$ cat config.mk
export PLATFORM = sky130hd
export DESIGN_NAME = timer8_compare_output_unit
export DESIGN_NICKNAME = d
export VERILOG_FILES = /design/src/rtl/timer8_pkg.sv /design/src/rtl/timer8_compare_output_unit.sv
export SDC_FILE = /design/constraint.sdc
export NUM_CORES = 1
export LEC_CHECK = 0
export ABC_AREA = 1
export BUFFER_PORTS_ARGS = -buffer_cell sky130_fd_sc_hd__buf_2
export CAP_MARGIN = 20
export CORE_UTILIZATION = 55
export CTS_CLUSTER_DIAMETER = 120
export DETAILED_ROUTE_END_ITERATION = 8
export GPL_TIMING_DRIVEN = 0
export PLACE_DENSITY = 0.77
export SYNTH_ARGS = -nofsm -noshare
export SYNTH_HDL_FRONTEND = slang
export SYNTH_SLANG_ARGS = --single-unit
$ cat constraint.sdc
create_clock -name clock_i -period 2.8 [get_ports clock_i]
set_input_delay 0.28 -clock clock_i [delete_from_list [all_inputs] [get_ports clock_i]]
set_output_delay 0.28 -clock clock_i [all_outputs]
set_load 0.005 [all_outputs]
$ cat src/rtl/timer8_pkg.sv
// Package with constants, register map and types for the 8-bit timer compare block.
package timer8_pkg;

  // ==========================================================================
  // Register map (byte addresses on APB, one word each)
  // ==========================================================================
  localparam logic [7:0] ADDR_COUNT = 8'h00;
  localparam logic [7:0] ADDR_MATCH_A = 8'h04;
  localparam logic [7:0] ADDR_MATCH_B = 8'h08;
  localparam logic [7:0] ADDR_CTRL = 8'h0c;
  localparam logic [7:0] ADDR_FLAGS = 8'h10;
  localparam logic [7:0] ADDR_IRQ_EN = 8'h14;
  localparam logic [7:0] ADDR_PORT = 8'h18;

  // ==========================================================================
  // Control register fields
  // ==========================================================================
  localparam int CTRL_WAVE_LSB = 0;
  localparam int CTRL_SRC_LSB = 3;
  localparam int CTRL_ACT_A_LSB = 6;
  localparam int CTRL_ACT_B_LSB = 8;
  localparam int CTRL_FORCE_A = 10;
  localparam int CTRL_FORCE_B = 11;

  // Flag register and irq enable bit positions.
  localparam int FLAG_WRAP = 0;
  localparam int FLAG_MATCH_A = 1;
  localparam int FLAG_MATCH_B = 2;

  // Port register fields: value bits 1:0, direction bits 3:2.
  localparam int PORT_DIR_LSB = 2;

  // ==========================================================================
  // Values after reset and fixed values
  // ==========================================================================
  localparam logic [7:0] COUNT_RESET = 8'h00;
  localparam logic [7:0] COUNT_MAX = 8'hff;
  localparam logic [7:0] COUNT_BOTTOM = 8'h00;
  localparam logic [7:0] MATCH_RESET = 8'h00;
  localparam logic WAVE_OUT_RESET = 1'b0;

  // Waveform mode codes; codes other than these four are treated as PWM.
  typedef enum logic [2:0] {
    WAVE_NORMAL = 3'h0,
    WAVE_PC_PWM = 3'h1,
    WAVE_CLEAR_ON_MATCH = 3'h2,
    WAVE_FAST_PWM = 3'h3
  } wave_mode_t;

  // Output action codes in non-PWM modes.
  typedef enum logic [1:0] {
    ACT_NONE = 2'h0,
    ACT_TOGGLE = 2'h1,
    ACT_CLEAR = 2'h2,
    ACT_SET = 2'h3
  } out_action_t;

  // Per-channel pin group.
  typedef struct packed {
    logic pin_out;
    logic pin_oe_n;
  } pin_drive_t;

endpackage : timer8_pkg

$ cat src/rtl/timer8_compare_output_unit.sv
// Output compare unit of an 8-bit timer with Normal and clear-on-match counting.
//
// Notes on behaviour
// - Compare count against both values continuously.
// - Match flag sets on the following tick.
// - Enabled flag raises irq; serviced/write-one clears.
// - PWM buffers compare values; non-PWM bypasses.
// - CPU reaches buffer or active copy.
// - Force strobe acts like match, no flag.
// - Counter write blocks matches next tick.
// - Output state survives mode changes.
// - Action bits unbuffered, govern next match.
// - Reset clears output states to zero.
// - Nonzero action overrides port value; direction kept.
// - Action zero leaves output state unchanged.
// - Normal mode counts up, wraps 0xff.
// - Normal: wrap flag sets when count zero.
// - Normal: counter writable any time.
// - Clear-on-match: clear count at channel A.
// - Clear-on-match: flag A each period.
// - Value below count waits for wrap.
// - Toggle action inverts output each match.
// - Clear-on-match: wrap flag on max-to-zero.
// - Tick is one-cycle enable gating count, matches and flag sets.
// - CPU counter write beats count/clear.
// - Source select zero stops the timer.
//
// Local design decisions: register access over APB and the register addresses.
`timescale 1ns/1ps

module timer8_compare_output_unit
  import timer8_pkg::*;
#(
  parameter int COUNT_W = 8
) (
  input wire logic clock_i,             // I/O clock
  input wire logic rst_i,               // Asynchronous reset, active high
  input wire logic psel_i,              // APB select
  input wire logic penable_i,           // APB enable
  input wire logic pwrite_i,            // APB direction
  input wire logic [7:0] paddr_i,       // APB byte address
  input wire logic [31:0] pwdata_i,     // APB write data
  output logic [31:0] prdata_o,         // APB read data
  output logic pready_o,                // APB ready
  output logic pslverr_o,               // APB error on unmapped address
  input wire logic prescale_tick_i,     // Enable pulse from prescaler
  input wire logic irq_ack_wrap_i,      // Wrap interrupt serviced
  input wire logic irq_ack_a_i,         // Channel A interrupt serviced
  input wire logic irq_ack_b_i,         // Channel B interrupt serviced
  output logic irq_wrap_o,              // Wrap interrupt request
  output logic irq_match_a_o,           // Channel A interrupt request
  output logic irq_match_b_o,           // Channel B interrupt request
  output pin_drive_t wave_pin_a_o,      // Pin A value and enable
  output pin_drive_t wave_pin_b_o,      // Pin B value and enable
  output logic wave_out_a_o,            // Internal output state A
  output logic wave_out_b_o             // Internal output state B
);

  // ==========================================================================
  // Registers
  // ==========================================================================
  logic [COUNT_W-1:0] tick_count_reg;
  logic [COUNT_W-1:0] match_value_a_reg;
  logic [COUNT_W-1:0] match_value_b_reg;
  logic [COUNT_W-1:0] match_buf_a_reg;
  logic [COUNT_W-1:0] match_buf_b_reg;
  logic [2:0] wave_mode_sel_reg;
  logic [2:0] tick_source_sel_reg;
  logic [1:0] out_action_bits_a_reg;
  logic [1:0] out_action_bits_b_reg;
  logic [2:0] timer_irq_flags_reg;
  logic [2:0] timer_irq_enable_reg;
  logic [1:0] port_value_reg;
  logic [1:0] wave_pin_direction_reg;
  logic wave_out_a_reg;
  logic wave_out_b_reg;
  logic block_reg;
  logic match_a_pend_reg;
  logic match_b_pend_reg;

  // ==========================================================================
  // Bus decode
  // ==========================================================================
  wire wr = psel_i && penable_i && pwrite_i;
  wire sel_count = (paddr_i == ADDR_COUNT);
  wire sel_ma = (paddr_i == ADDR_MATCH_A);
  wire sel_mb = (paddr_i == ADDR_MATCH_B);
  wire sel_ctrl = (paddr_i == ADDR_CTRL);
  wire sel_flags = (paddr_i == ADDR_FLAGS);
  wire sel_irq_en = (paddr_i == ADDR_IRQ_EN);
  wire sel_port = (paddr_i == ADDR_PORT);
  wire mapped = sel_count | sel_ma | sel_mb | sel_ctrl | sel_flags | sel_irq_en | sel_port;
  wire wr_count = wr && sel_count;
  wire wr_ma = wr && sel_ma;
  wire wr_mb = wr && sel_mb;
  wire wr_ctrl = wr && sel_ctrl;
  wire wr_flags = wr && sel_flags;
  wire wr_irq_en = wr && sel_irq_en;
  wire wr_port = wr && sel_port;

  // ==========================================================================
  // Mode and tick
  // ==========================================================================
  wire is_normal = (wave_mode_sel_reg == WAVE_NORMAL);
  wire is_clr = (wave_mode_sel_reg == WAVE_CLEAR_ON_MATCH);
  wire is_pwm = !(is_normal || is_clr);
  wire is_pc_pwm = wave_mode_sel_reg[1:0] == 2'h1;
  wire top_is_a = wave_mode_sel_reg[2] || is_clr;
  wire timer_tick = prescale_tick_i && (tick_source_sel_reg != 3'h0);

  // ==========================================================================
  // Comparator and counter next state
  // ==========================================================================
  wire eq_a = (tick_count_reg == match_value_a_reg);
  wire eq_b = (tick_count_reg == match_value_b_reg);
  wire match_a = eq_a && !block_reg;
  wire match_b = eq_b && !block_reg;
  wire [COUNT_W-1:0] top_val = top_is_a ? match_value_a_reg : COUNT_MAX[COUNT_W-1:0];
  wire at_top = (tick_count_reg == top_val);
  wire count_inc_wrap = (tick_count_reg == COUNT_MAX[COUNT_W-1:0]);
  // A blocked match does not clear either; a value under the count waits for wrap.
  wire clr_now = is_clr && match_a;
  // Phase-correct direction drives the down count and the buffer update at top.
  logic dn_reg;
  wire [COUNT_W-1:0] count_step = dn_reg ? tick_count_reg - 1'b1 : tick_count_reg + 1'b1;
  wire [COUNT_W-1:0] count_next = wr_count ? pwdata_i[COUNT_W-1:0] :
    (!timer_tick ? tick_count_reg :
     (clr_now || (!is_pc_pwm && is_pwm && at_top)) ? COUNT_BOTTOM[COUNT_W-1:0] :
     count_step);
  // Overflow only on max-to-zero; in clear-on-match a clear below max is no wrap.
  wire wrap_evt = timer_tick && !wr_count && !is_pwm && count_inc_wrap;
  wire buf_load = timer_tick && is_pwm &&
    (is_pc_pwm ? (at_top && !dn_reg) : (tick_count_reg == top_val));

  // ==========================================================================
  // Output action
  // ==========================================================================
  function automatic logic act(input logic [1:0] bits, input logic cur);
    unique case (bits)
      ACT_NONE: act = cur;
      ACT_TOGGLE: act = ~cur;
      ACT_CLEAR: act = 1'b0;
      ACT_SET: act = 1'b1;
    endcase
  endfunction : act

  wire force_a = wr_ctrl && pwdata_i[CTRL_FORCE_A] && !is_pwm;
  wire force_b = wr_ctrl && pwdata_i[CTRL_FORCE_B] && !is_pwm;
  // Action bits are read live, so a new setting governs the next match.
  wire fire_a = force_a || (timer_tick && match_a && !is_pwm);
  wire fire_b = force_b || (timer_tick && match_b && !is_pwm);
  wire wave_a_next = fire_a ? act(out_action_bits_a_reg, wave_out_a_reg) : wave_out_a_reg;
  wire wave_b_next = fire_b ? act(out_action_bits_b_reg, wave_out_b_reg) : wave_out_b_reg;

  // Flags: hardware set wins over software or service clear.
  wire [2:0] flag_set = {timer_tick && match_b_pend_reg,
                         timer_tick && match_a_pend_reg,
                         wrap_evt || (timer_tick && is_pwm &&
                           (is_pc_pwm ? tick_count_reg == COUNT_BOTTOM[COUNT_W-1:0] : at_top))};
  wire [2:0] flag_clr = ({3{wr_flags}} & pwdata_i[2:0]) |
                        {irq_ack_b_i, irq_ack_a_i, irq_ack_wrap_i};
  wire [2:0] flags_next = (timer_irq_flags_reg & ~flag_clr) | flag_set;

  // ==========================================================================
  // Clocked state
  // ==========================================================================
  always_ff @(posedge clock_i or posedge rst_i) begin
    if (rst_i) begin
      tick_count_reg <= COUNT_RESET[COUNT_W-1:0];
      dn_reg <= 1'b0;
      block_reg <= 1'b0;
      match_a_pend_reg <= 1'b0;
      match_b_pend_reg <= 1'b0;
      timer_irq_flags_reg <= 3'h0;
    end else begin
      tick_count_reg <= count_next;
      if (wr_count) begin
        block_reg <= 1'b1;
      end else if (timer_tick) begin
        block_reg <= 1'b0;
      end
      if (!is_pc_pwm) begin
        dn_reg <= 1'b0;
      end else if (timer_tick && at_top) begin
        dn_reg <= 1'b1;
      end else if (timer_tick && tick_count_reg == COUNT_BOTTOM[COUNT_W-1:0]) begin
        dn_reg <= 1'b0;
      end
      if (timer_tick) begin
        match_a_pend_reg <= match_a;
        match_b_pend_reg <= match_b;
      end
      timer_irq_flags_reg <= flags_next;
    end
  end

  always_ff @(posedge clock_i or posedge rst_i) begin
    if (rst_i) begin
      match_value_a_reg <= MATCH_RESET[COUNT_W-1:0];
      match_value_b_reg <= MATCH_RESET[COUNT_W-1:0];
      match_buf_a_reg <= MATCH_RESET[COUNT_W-1:0];
      match_buf_b_reg <= MATCH_RESET[COUNT_W-1:0];
    end else begin
      if (wr_ma) begin
        match_buf_a_reg <= pwdata_i[COUNT_W-1:0];
      end
      if (wr_mb) begin
        match_buf_b_reg <= pwdata_i[COUNT_W-1:0];
      end
      if (!is_pwm && wr_ma) begin
        match_value_a_reg <= pwdata_i[COUNT_W-1:0];
      end else if (buf_load) begin
        match_value_a_reg <= match_buf_a_reg;
      end
      if (!is_pwm && wr_mb) begin
        match_value_b_reg <= pwdata_i[COUNT_W-1:0];
      end else if (buf_load) begin
        match_value_b_reg <= match_buf_b_reg;
      end
    end
  end

  always_ff @(posedge clock_i or posedge rst_i) begin
    if (rst_i) begin
      wave_mode_sel_reg <= 3'h0;
      tick_source_sel_reg <= 3'h0;
      out_action_bits_a_reg <= 2'h0;
      out_action_bits_b_reg <= 2'h0;
      timer_irq_enable_reg <= 3'h0;
      port_value_reg <= 2'h0;
      wave_pin_direction_reg <= 2'h0;
    end else begin
      if (wr_ctrl) begin
        wave_mode_sel_reg <= pwdata_i[CTRL_WAVE_LSB +: 3];
        tick_source_sel_reg <= pwdata_i[CTRL_SRC_LSB +: 3];
        out_action_bits_a_reg <= pwdata_i[CTRL_ACT_A_LSB +: 2];
        out_action_bits_b_reg <= pwdata_i[CTRL_ACT_B_LSB +: 2];
      end
      if (wr_irq_en) begin
        timer_irq_enable_reg <= pwdata_i[2:0];
      end
      if (wr_port) begin
        port_value_reg <= pwdata_i[1:0];
        wave_pin_direction_reg <= pwdata_i[PORT_DIR_LSB +: 2];
      end
    end
  end

  // Output states are not touched by mode writes, so they persist.
  always_ff @(posedge clock_i or posedge rst_i) begin
    if (rst_i) begin
      wave_out_a_reg <= WAVE_OUT_RESET;
      wave_out_b_reg <= WAVE_OUT_RESET;
    end else begin
      wave_out_a_reg <= wave_a_next;
      wave_out_b_reg <= wave_b_next;
    end
  end

  // ==========================================================================
  // Outputs
  // ==========================================================================
  logic [31:0] rdata;
  always_comb begin
    rdata = 32'h0;
    if (sel_count) rdata[COUNT_W-1:0] = tick_count_reg;
    if (sel_ma) rdata[COUNT_W-1:0] = is_pwm ? match_buf_a_reg : match_value_a_reg;
    if (sel_mb) rdata[COUNT_W-1:0] = is_pwm ? match_buf_b_reg : match_value_b_reg;
    if (sel_ctrl) rdata[9:0] = {out_action_bits_b_reg, out_action_bits_a_reg,
                                tick_source_sel_reg, wave_mode_sel_reg};
    if (sel_flags) rdata[2:0] = timer_irq_flags_reg;
    if (sel_irq_en) rdata[2:0] = timer_irq_enable_reg;
    if (sel_port) rdata[3:0] = {wave_pin_direction_reg, port_value_reg};
  end

  assign prdata_o = rdata;
  assign pready_o = 1'b1;
  assign pslverr_o = psel_i && penable_i && !mapped;
  assign irq_wrap_o = timer_irq_flags_reg[FLAG_WRAP] && timer_irq_enable_reg[FLAG_WRAP];
  assign irq_match_a_o = timer_irq_flags_reg[FLAG_MATCH_A] && timer_irq_enable_reg[FLAG_MATCH_A];
  assign irq_match_b_o = timer_irq_flags_reg[FLAG_MATCH_B] && timer_irq_enable_reg[FLAG_MATCH_B];
  // Override follows the action bits only; direction stays with the port.
  assign wave_pin_a_o.pin_out = (out_action_bits_a_reg != 2'h0) ? wave_out_a_reg
                                                                 : port_value_reg[0];
  assign wave_pin_b_o.pin_out = (out_action_bits_b_reg != 2'h0) ? wave_out_b_reg
                                                                 : port_value_reg[1];
  assign wave_pin_a_o.pin_oe_n = !wave_pin_direction_reg[0];
  assign wave_pin_b_o.pin_oe_n = !wave_pin_direction_reg[1];
  assign wave_out_a_o = wave_out_a_reg;
  assign wave_out_b_o = wave_out_b_reg;

endmodule : timer8_compare_output_unit

# ---- After elaboration in Yosys (flattened, before gate mapping)
# Index checks and enable logic that the tools add are counted.
dict set report op_classes {
  bitwise_logic 15
  muxes 29
  addsub 2
  n_eq_ne 19
  reduce_logical 67
}
# cell n
set op_table {}
lappend op_table {{8-bit 2-to-1 mux} 14}
lappend op_table {{1-bit logical AND} 40}
lappend op_table {{8-bit by 5-bit equality test with 1-bit output, second input constant} 3}
lappend op_table {{8-bit equality test} 3}
lappend op_table {{8-bit by 4-bit equality test with 1-bit output, second input constant} 2}
lappend op_table {{8-bit zero test} 2}
lappend op_table {{10-bit 2-to-1 mux} 1}
lappend op_table {{2-bit nonzero test} 5}
lappend op_table {{1-bit 2-to-1 mux} 9}
lappend op_table {{8-bit by 1-bit adder with 8-bit output, second input constant} 1}
lappend op_table {{2-bit equality test, second input constant} 4}
lappend op_table {{8-bit by 3-bit equality test with 1-bit output, second input constant} 1}
lappend op_table {{8-bit equality test, second input constant} 1}
lappend op_table {{1-bit zero test} 8}
lappend op_table {{8-bit by 1-bit subtractor with 8-bit output, second input constant} 1}
lappend op_table {{3-bit AND} 2}
lappend op_table {{2-bit by 1-bit equality test with 1-bit output, second input constant} 3}
lappend op_table {{1-bit logical OR} 6}
lappend op_table {{3-bit 2-to-1 mux} 2}
lappend op_table {{1-bit OR} 6}
lappend op_table {{3-bit OR} 2}
lappend op_table {{1-bit one-hot mux with 3 select lines} 2}
lappend op_table {{2-bit zero test} 2}
lappend op_table {{4-bit 2-to-1 mux} 1}
lappend op_table {{other kinds (7)} 11}
dict set report word_totals {
  output_inout_bits 43
  input_bits 49
  reg_bits 66
  wordCells 151
}

# ---- Depth between registers and ports, before layout
# Gate-level depths: netlist of the first run.
dict set report logic_depth {
  ltp_word 9
  mapped_depth 13
  depth_no_buf 12
}

# ---- Least setup slack after synthesis of the first run
# OpenSTA, ideal clock, no wires.
dict set report synth_timing {
  kind {reg2out}
  start {register wave_mode_sel_reg[2]}
  end {output prdata_o[5]}
  path_buffers 2
  stages_incl_launch_ff 7
  slack_ns 1.172
  required_time_ns 2.520
  t_arrival_ns 1.348
  cell_sequence {dfrtp_1 nor2_2 buf_2 clkbuf_1 nand2_1 o211ai_1 o2111ai_1}
}
dict set report synth_between {
  elab_chain_len 6
  elab_cells_between_ends 8
}
# element line
set synth_lines {}
lappend synth_lines {{from (decl)} timer8_compare_output_unit.sv:67} ;# logic [2:0] wave_mode_sel_reg;
lappend synth_lines {{from (signal assigned)} timer8_compare_output_unit.sv:234} ;# wave_mode_sel_reg <= pwdata_i[CTRL_WAVE_LSB +: 3];
lappend synth_lines {{3-bit by 2-bit equality test with 1-bit output or 3-bit zero test (tied branches)} {timer8_compare_output_unit.sv:105, timer8_compare_output_unit.sv:104}}
lappend synth_lines {{1-bit logical OR (*)} timer8_compare_output_unit.sv:106} ;# wire is_pwm = !(is_normal || is_clr);
lappend synth_lines {{8-bit 2-to-1 mux (2 in a row)} timer8_compare_output_unit.sv:267} ;# if (sel_ma) rdata[COUNT_W-1:0] = is_pwm ? match_buf_a_reg : match_value_a_reg;
lappend synth_lines {{8-bit 2-to-1 mux (*)} timer8_compare_output_unit.sv:268} ;# if (sel_mb) rdata[COUNT_W-1:0] = is_pwm ? match_buf_b_reg : match_value_b_reg;
lappend synth_lines {{10-bit 2-to-1 mux (*)} timer8_compare_output_unit.sv:269} ;# if (sel_ctrl) rdata[9:0] = {out_action_bits_b_reg, out_action_bits_a_reg,
lappend synth_lines {{to (decl)} timer8_compare_output_unit.sv:43} ;# output logic [31:0] prdata_o,
# Every way passes the cells marked *; elsewhere a longest branch is shown, timed or not.

# ---- Worst setup path after layout of the first run
# Same ends and word-level chain as after synthesis.

==> results by group, run 1 <==
Clock network
  • Longest Clk Path Bufs: 2
  • Root Driver: clkbuf_8
  • Number of H-tree levels: 3
  • Clock latency on the worst-skew pair: 0.36 ns
  • Cts bufs inserted: 9
  • CTS tree: done
  • Clock Pin Slew Worst Setup and Hold Paths: approximately 0.09 ns
  • Post-cts sizing count: 0
  • Post-CTS Hold Buffers: 0
  • Clock sinks: 66
  • Post-CTS setup buffer count: 0

Floorplan
  • Initial Utilization: between 50% and 60%
  • Top-Level Pins: 92
  • Chip width: 92.5 um
  • Site Rows: 32
  • Die area: 0.00856 mm2
  • Die height: 92.5 um
  • Core Region: slightly below 0.008 mm2

Power and ir drop
  • Leak pwr: 2.78 nW
  • PwrDens: 537 mW/mm2
  • VDD IR-drop max: between 0.0002 and 0.0003 V
  • Total chip power: 2.78 mW

Logic synthesis
  • Post-synth EDFFs: 0
  • Async set or reset register ratio after synthesis: 100%
  • Syn Inst Count: 631
  • Seq/Total Area, Yosys: 36.7%
  • Synth cell types: 44
  • Area contributors post-synth: dfrtp_1 (37%), nand2_1 (16%), inv_1 (6.8%)
  • Synth top area share: a little under two fifths
  • Syn Area/Cell: around 7.1 um2
  • Dominant synthesized flop cell: dfrtp_1
  • Synth warnings: 0
  • Yosys reg bits: 66
  • Post-synth top area cell: dfrtp_1
  • Cell area after synthesis: 0.00450 mm2

Layout
  • Post-route cell area: 0.00517 mm2
  • Multi-input logic area: 0.00233 mm2
  • Area growth, synth to finish: 14.8%
  • Finished Layout Cells: 819
  • Final Util: ~66%
  • Fillers: approximately 730
  • Diode count: 0
  • Register Area: 0.00165 mm2
  • Final nets: between 700 and 800
  • Share of layout cells above drive strength 1: 18.0%

Global routing
  • Initial antenna violation count: 0
  • Maximum number of pins on one net before global-route repair: 36
  • Grt total ovfl: 0
  • Wire length of the first global-routing pass: 21600 um
  • Number of global-route vias before repair: 4209
  • Tot GR Track Use: ~34%

Place
  • Placed cell area: around 0.0050 mm2
  • DP HPWL: roughly 10000 um
  • # port buffers: 48
  • Pre-CTS WS: 0.647 ns
  • Placer Congestion: roughly 0.95
  • DP Cell Count: 803

Routing
  • WL met2: between 6000 and 7000 um
  • Vias: approximately 4500
  • Final WL: 13400 um
  • Drt drc: 0
  • Uppermost layer routed: met4
  • Average vias per placed instance: around 5.5
  • WL met3: 824 um
  • DR pass1 iterations: 5
  • Final ANT Viol Nets: 0
  • Post-DR wirelength/cell: 16.4 um
  • Initial DRC Count: 306
  • Met1 wire length: 5960 um

Timing
  • Worst relative slew slack: a little over half
  • Setup violations, final: 0
  • Post-route setup TNS: 0 ns
  • Hold Vio Cnt, Final: 0
  • Period utilisation layout: 91.7%
  • Period minus WS final: 2.57 ns
  • Max Freq: 389 MHz
  • Setup ws final: 0.232 ns
  • RSZ-0062 raised after global routing: false
  • Worst-Margin Slew: 0.691 ns
  • Slew Limit Fails: 0
  • Worst Clk Skew: around 0.018 ns
  • Final hold slack: 0.0173 ns

Worst setup path
  • Crit path max fanout: 10
  • CP arrival: 2.29 ns
  • Startpoint types: flip-flop
  • Kind of critical path: reg -> out
  • Critical path endpoint category: primary output
  • Critical Path RT: roughly 2.5 ns

Worst hold path
  • Worst hold path type: in -> async

Run
  • Max-cap violations: 0

Status
  • Status: finished clean
==> worst paths after layout <==
path / depth (start not counted) / slack [ns] / from / endpoint
worst min-delay path: 2 / 0.02 / rst_i / match_buf_b_reg[6]$_DFFE_PP0P_
min in group clock_i: 3 / 0.16 / pwdata_i[8] / out_action_bits_b_reg[0]$_DFFE_PP0N_
worst max-delay path: 7 / 0.23 / wave_mode_sel_reg[2]$_DFFE_PP0N_ / prdata_o[5]
max in group asynchronous: 3 / 2.14 / rst_i / block_reg$_DFFE_PP0P_
worst max register to register: 10 / 0.81 / tick_count_reg[3]$_DFFE_PP0P_ / match_value_b_reg[3]$_DFFE_PP0P_
worst min register to register: 2 / 0.50 / match_buf_b_reg[3]$_DFFE_PP0P_ / match_buf_b_reg[3]$_DFFE_PP0P_
==> layer usage <==
metal,up-vias,global-route usage [%]
met1,2110,45.3
met2,185,54.0
met5,-,0
met3,31,4.84
met4,0,15.1
li1,2161,-
==> final cells by class <==
type / instances / share of cell area [%]
Inverter: 89 / 6.51
Timing Repair Buffer: 49 / 5.03
Multi-Input combinational cell: 459 / 45.1
Sequential cell: 66 / 31.9
Buffer: 38 / 5.13
Tap cell: 102 / 2.47
Clock buffer: 9 / 2.40
Clock inverter: 7 / 1.48
==> cell usage after synthesis, types with 2 or more instances <==
cell / count
buf_2: 5
buf_6: 3
o21ai_2: 2
nor2_4: 3
xnor2_1: 3
nor2_2: 2
mux2_2: 2
ha_1: 6
dfrtp_1: 66
clkbuf_1: 5
a21oi_1: 13
o22ai_1: 8
nand2_4: 2
a21o_1: 2
o21ai_0: 54
nor2_1: 30
o211ai_1: 11
xor2_1: 6
nand2_2: 2
nand3b_1: 10
conb_1: 2
buf_4: 25
nand3_1: 45
nand4_1: 12
nand2_1: 195
inv_1: 82
nor2_8: 3
nor3_1: 3
o2111ai_1: 4
a31oi_1: 2
or2_2: 3
o21ai_1: 3
inv_2: 6
==> cell usage in the layout (no fill, tap or decap), types with 2 or more instances in the layout <==
master and instances:
a21o_1 2, a21oi_1 13, a31oi_1 2, buf_2 53, buf_4 25, buf_6 3, clkbuf_1 5, clkbuf_8 9
clkinvlp_4 2, conb_1 23, dfrtp_1 66, ha_1 6, inv_1 81, inv_2 7, inv_6 2, mux2_2 2
nand2_1 195, nand2_2 2, nand2_4 2, nand3_1 45, nand3b_1 10, nand4_1 12, nor2_1 30, nor2_2 2
nor2_4 3, nor2_8 3, nor3_1 3, o2111ai_1 4, o211ai_1 11, o21ai_0 54, o21ai_1 3, o21ai_2 2
o22ai_1 8, or2_2 3, xnor2_1 3, xor2_1 6
==> report_power, final <==
group	switching [mW]	internal (mW)
Sequential	0.131	1.03
Combinational	0.492	0.286
Clock	0.422	0.417
Total	1.05	1.73
==> critical path: stages (launching register included) <==
cell	delay, ns
dfrtp_1	0.43
nor2_2	0.26
buf_2	0.26
clkbuf_1	0.44
nand2_1	0.10
o211ai_1	0.12
o2111ai_1	0.16
buf_2	0.16
==> cells by family after synthesis <==
| group | Yosys count | share of synthesized area [%] |
|---|---|---|
| multiplexers | 2 | 0.500 |
| AND/OR/NAND/NOR | 315 | 32.2 |
| AO/OA/AOI/OAI | 103 | 13.3 |
| other | 2 | 0.167 |
| adder cells (fa/ha/maj) | 7 | 2.11 |
| buffers and inverters | 127 | 13.4 |
| XOR/XNOR | 9 | 1.75 |
| flip-flops | 66 | 36.7 |
Note: power is estimated with default switching activity, not from simulation.
==> run 2: changes to the inputs <==
--- a/config.mk
+++ b/config.mk
@@ -7,11 +7,11 @@
 export LEC_CHECK = 0
 export ABC_AREA = 1
 export BUFFER_PORTS_ARGS = -buffer_cell sky130_fd_sc_hd__buf_2
-export CAP_MARGIN = 20
 export CORE_UTILIZATION = 55
 export CTS_CLUSTER_DIAMETER = 120
 export DETAILED_ROUTE_END_ITERATION = 8
 export GPL_TIMING_DRIVEN = 0
+export HOLD_SLACK_MARGIN = 0.02
 export PLACE_DENSITY = 0.77
 export SYNTH_ARGS = -nofsm -noshare
 export SYNTH_HDL_FRONTEND = slang
==> results by group, run 2 (synthesized netlist as in run 1, its figures left out) <==
Layout
  • Final nets: 768
  • Share of layout cells above drive strength 1: between 15 and 20%
  • Finished Layout Cells: 819
  • Most common cell after layout, fill and taps aside: nand2_1
  • Diode count: 0
  • Area growth, synth to finish: 14.9%
  • Commonest cells after routing, fill and taps aside: nand2_1 (195), inv_1 (81), dfrtp_1 (66)

Worst setup path
  • Most used cell, CP: buf_2
  • Critical path endpoint category: primary output
  • Crit path max fanout: 10
  • CP arrival: approximately 2.3 ns
  • Slowest CP cell: clkbuf_1
  • CP peak stage delay: approximately 0.44 ns
  • Setup crit start: wave_mode_sel_reg[2]$_DFFE_PP0N_
  • Critical Path RT: 2.52 ns
  • CP cell instances: nor2_2 -> buf_2 -> clkbuf_1 -> nand2_1 -> o211ai_1 -> o2111ai_1 -> buf_2
  • Kind of critical path: reg -> out
  • Crit path max-delay family: buffers and inverters
  • Bufs and invs on worst path: 3
  • FF-to-FF Start: tick_count_reg[3]$_DFFE_PP0P_
  • Startpoint types: flip-flop

Floorplan
  • Top-Level Pins: a little over 90
  • Site Rows: 32
  • Initial Utilization: 57.7%
  • Core Region: roughly 0.0078 mm2
  • Die height: slightly above 90 um
  • Die area: 0.00856 mm2
  • Chip width: 92.5 um

Place
  • Placer Congestion: roughly 0.95
  • DP Cell Count: between 800 and 900
  • # port buffers: 48
  • Pre-CTS WS: about 0.65 ns
  • DP HPWL: slightly above 10000 um

Power and ir drop
  • PwrDens: 539 mW/mm2
  • VDD IR-drop max: approximately 0.00028 V
  • Total chip power: 2.79 mW
  • Leak pwr: 2.78 nW

Timing
  • Slew Limit Fails: 0
  • Worst Clk Skew: 0.0148 ns
  • Post-route setup TNS: 0 ns
  • Setup ws final: about 0.2 ns
  • Period minus WS final: 2.60 ns
  • Max Freq: 385 MHz
  • Worst-Margin Slew: between 0.7 and 0.8 ns
  • Setup violations, final: 0
  • Hold Vio Cnt, Final: 0
  • Period utilisation layout: 92.9%
  • Worst relative slew slack: 52.2%
  • RSZ-0062 raised after global routing: false
  • Final hold slack: between 0.03 and 0.04 ns

Global routing
  • Tot GR Track Use: 33.7%
  • Number of global-route vias before repair: 4150
  • Maximum number of pins on one net before global-route repair: 36
  • Grt total ovfl: 0
  • Initial antenna violation count: 0
  • Wire length of the first global-routing pass: between 20000 and 25000 um

Routing
  • DR pass1 iterations: 5
  • Vias: 4527
  • Post-DR wirelength/cell: 16.6 um
  • Initial DRC Count: 367
  • Drt drc: 0
  • Final WL: 13600 um
  • Average vias per placed instance: 5.53
  • Final ANT Viol Nets: 0

Clock network
  • Clock sinks: 66
  • Root Driver: clkbuf_8
  • Cts bufs inserted: 9
  • Post-CTS setup buffer count: 0
  • Clock latency on the worst-skew pair: roughly 0.36 ns
  • CTS tree: done
  • Post-cts sizing count: 0
  • Post-CTS Hold Buffers: 0
  • Number of H-tree levels: 3
  • Clock Pin Slew Worst Setup and Hold Paths: roughly 0.090 ns
  • Longest Clk Path Bufs: 2

Worst hold path
  • Worst hold path type: in -> async

Status
  • Status: finished clean

Run
  • Max-cap violations: 0
## run 2: changes by cell type in the layout (fill, tap and decap cells not counted), sizes merged
cell / previous run / this run
clkinvlp: 2 / 1
clkbuf: 14 / 15
clkinv: 2 / 3
inv: 91 / 90
## run 2: routing by layer
metal  vias up  part of all wire, %  wire length (um)  GRT usage (%)
met5         -                    0                 0              0
met4         0                  2.9               388           12.1
met3        36                  8.8              1200           6.81
met2       221                   46              6300           54.8
met1      2118                   42              5700           44.5
li1       2152                    -                 -              -
## run 2: power breakdown
| part | total, mW | internal, mW | switching, mW | leakage, nW |
|---|---|---|---|---|
| Combinational | 0.777 | 0.286 | 0.491 | 1.84 |
| Clock | 0.847 | 0.437 | 0.409 | 0.103 |
| Sequential | 1.17 | 1.03 | 0.134 | 0.845 |
| Total | 2.79 | 1.75 | 1.03 | 2.78 |
## run 2: final cells by class
cell class              count  area (um2)
plain buffers              38         265
fillers                   736        2630
clock buffers              10         138
inverters                  89         337
clock inverters             6        65.1
multi-input cells         459        2330
repair buffers             49         260
well taps                 102         128
flip-flops and latches     66        1650
## run 2: final timing paths
check	endpoint	slack, ns	depth (start not counted)
min	out_action_bits_a_reg[0]$_DFFE_PP0N_	0.03	2
max	prdata_o[6]	0.20	7
max in group asynchronous	tick_count_reg[4]$_DFFE_PP0P_	2.10	3
min in group clock_i	out_action_bits_b_reg[0]$_DFFE_PP0N_	0.17	3
max reg2reg	match_value_b_reg[3]$_DFFE_PP0P_	0.79	10
min reg2reg	match_buf_a_reg[4]$_DFFE_PP0P_	0.49	2
## run 2: through the flow
| step | util [%] | cell area [um2] |
|---|---|---|
| CTS | 66.3 | 5170 |
| floorplan | - | 4580 |
| global placement | 63.4 | 4950 |
| detailed placement | 63.7 | 4970 |
| global route | 66.3 | 5170 |
| finish | 66.3 | 5170 |
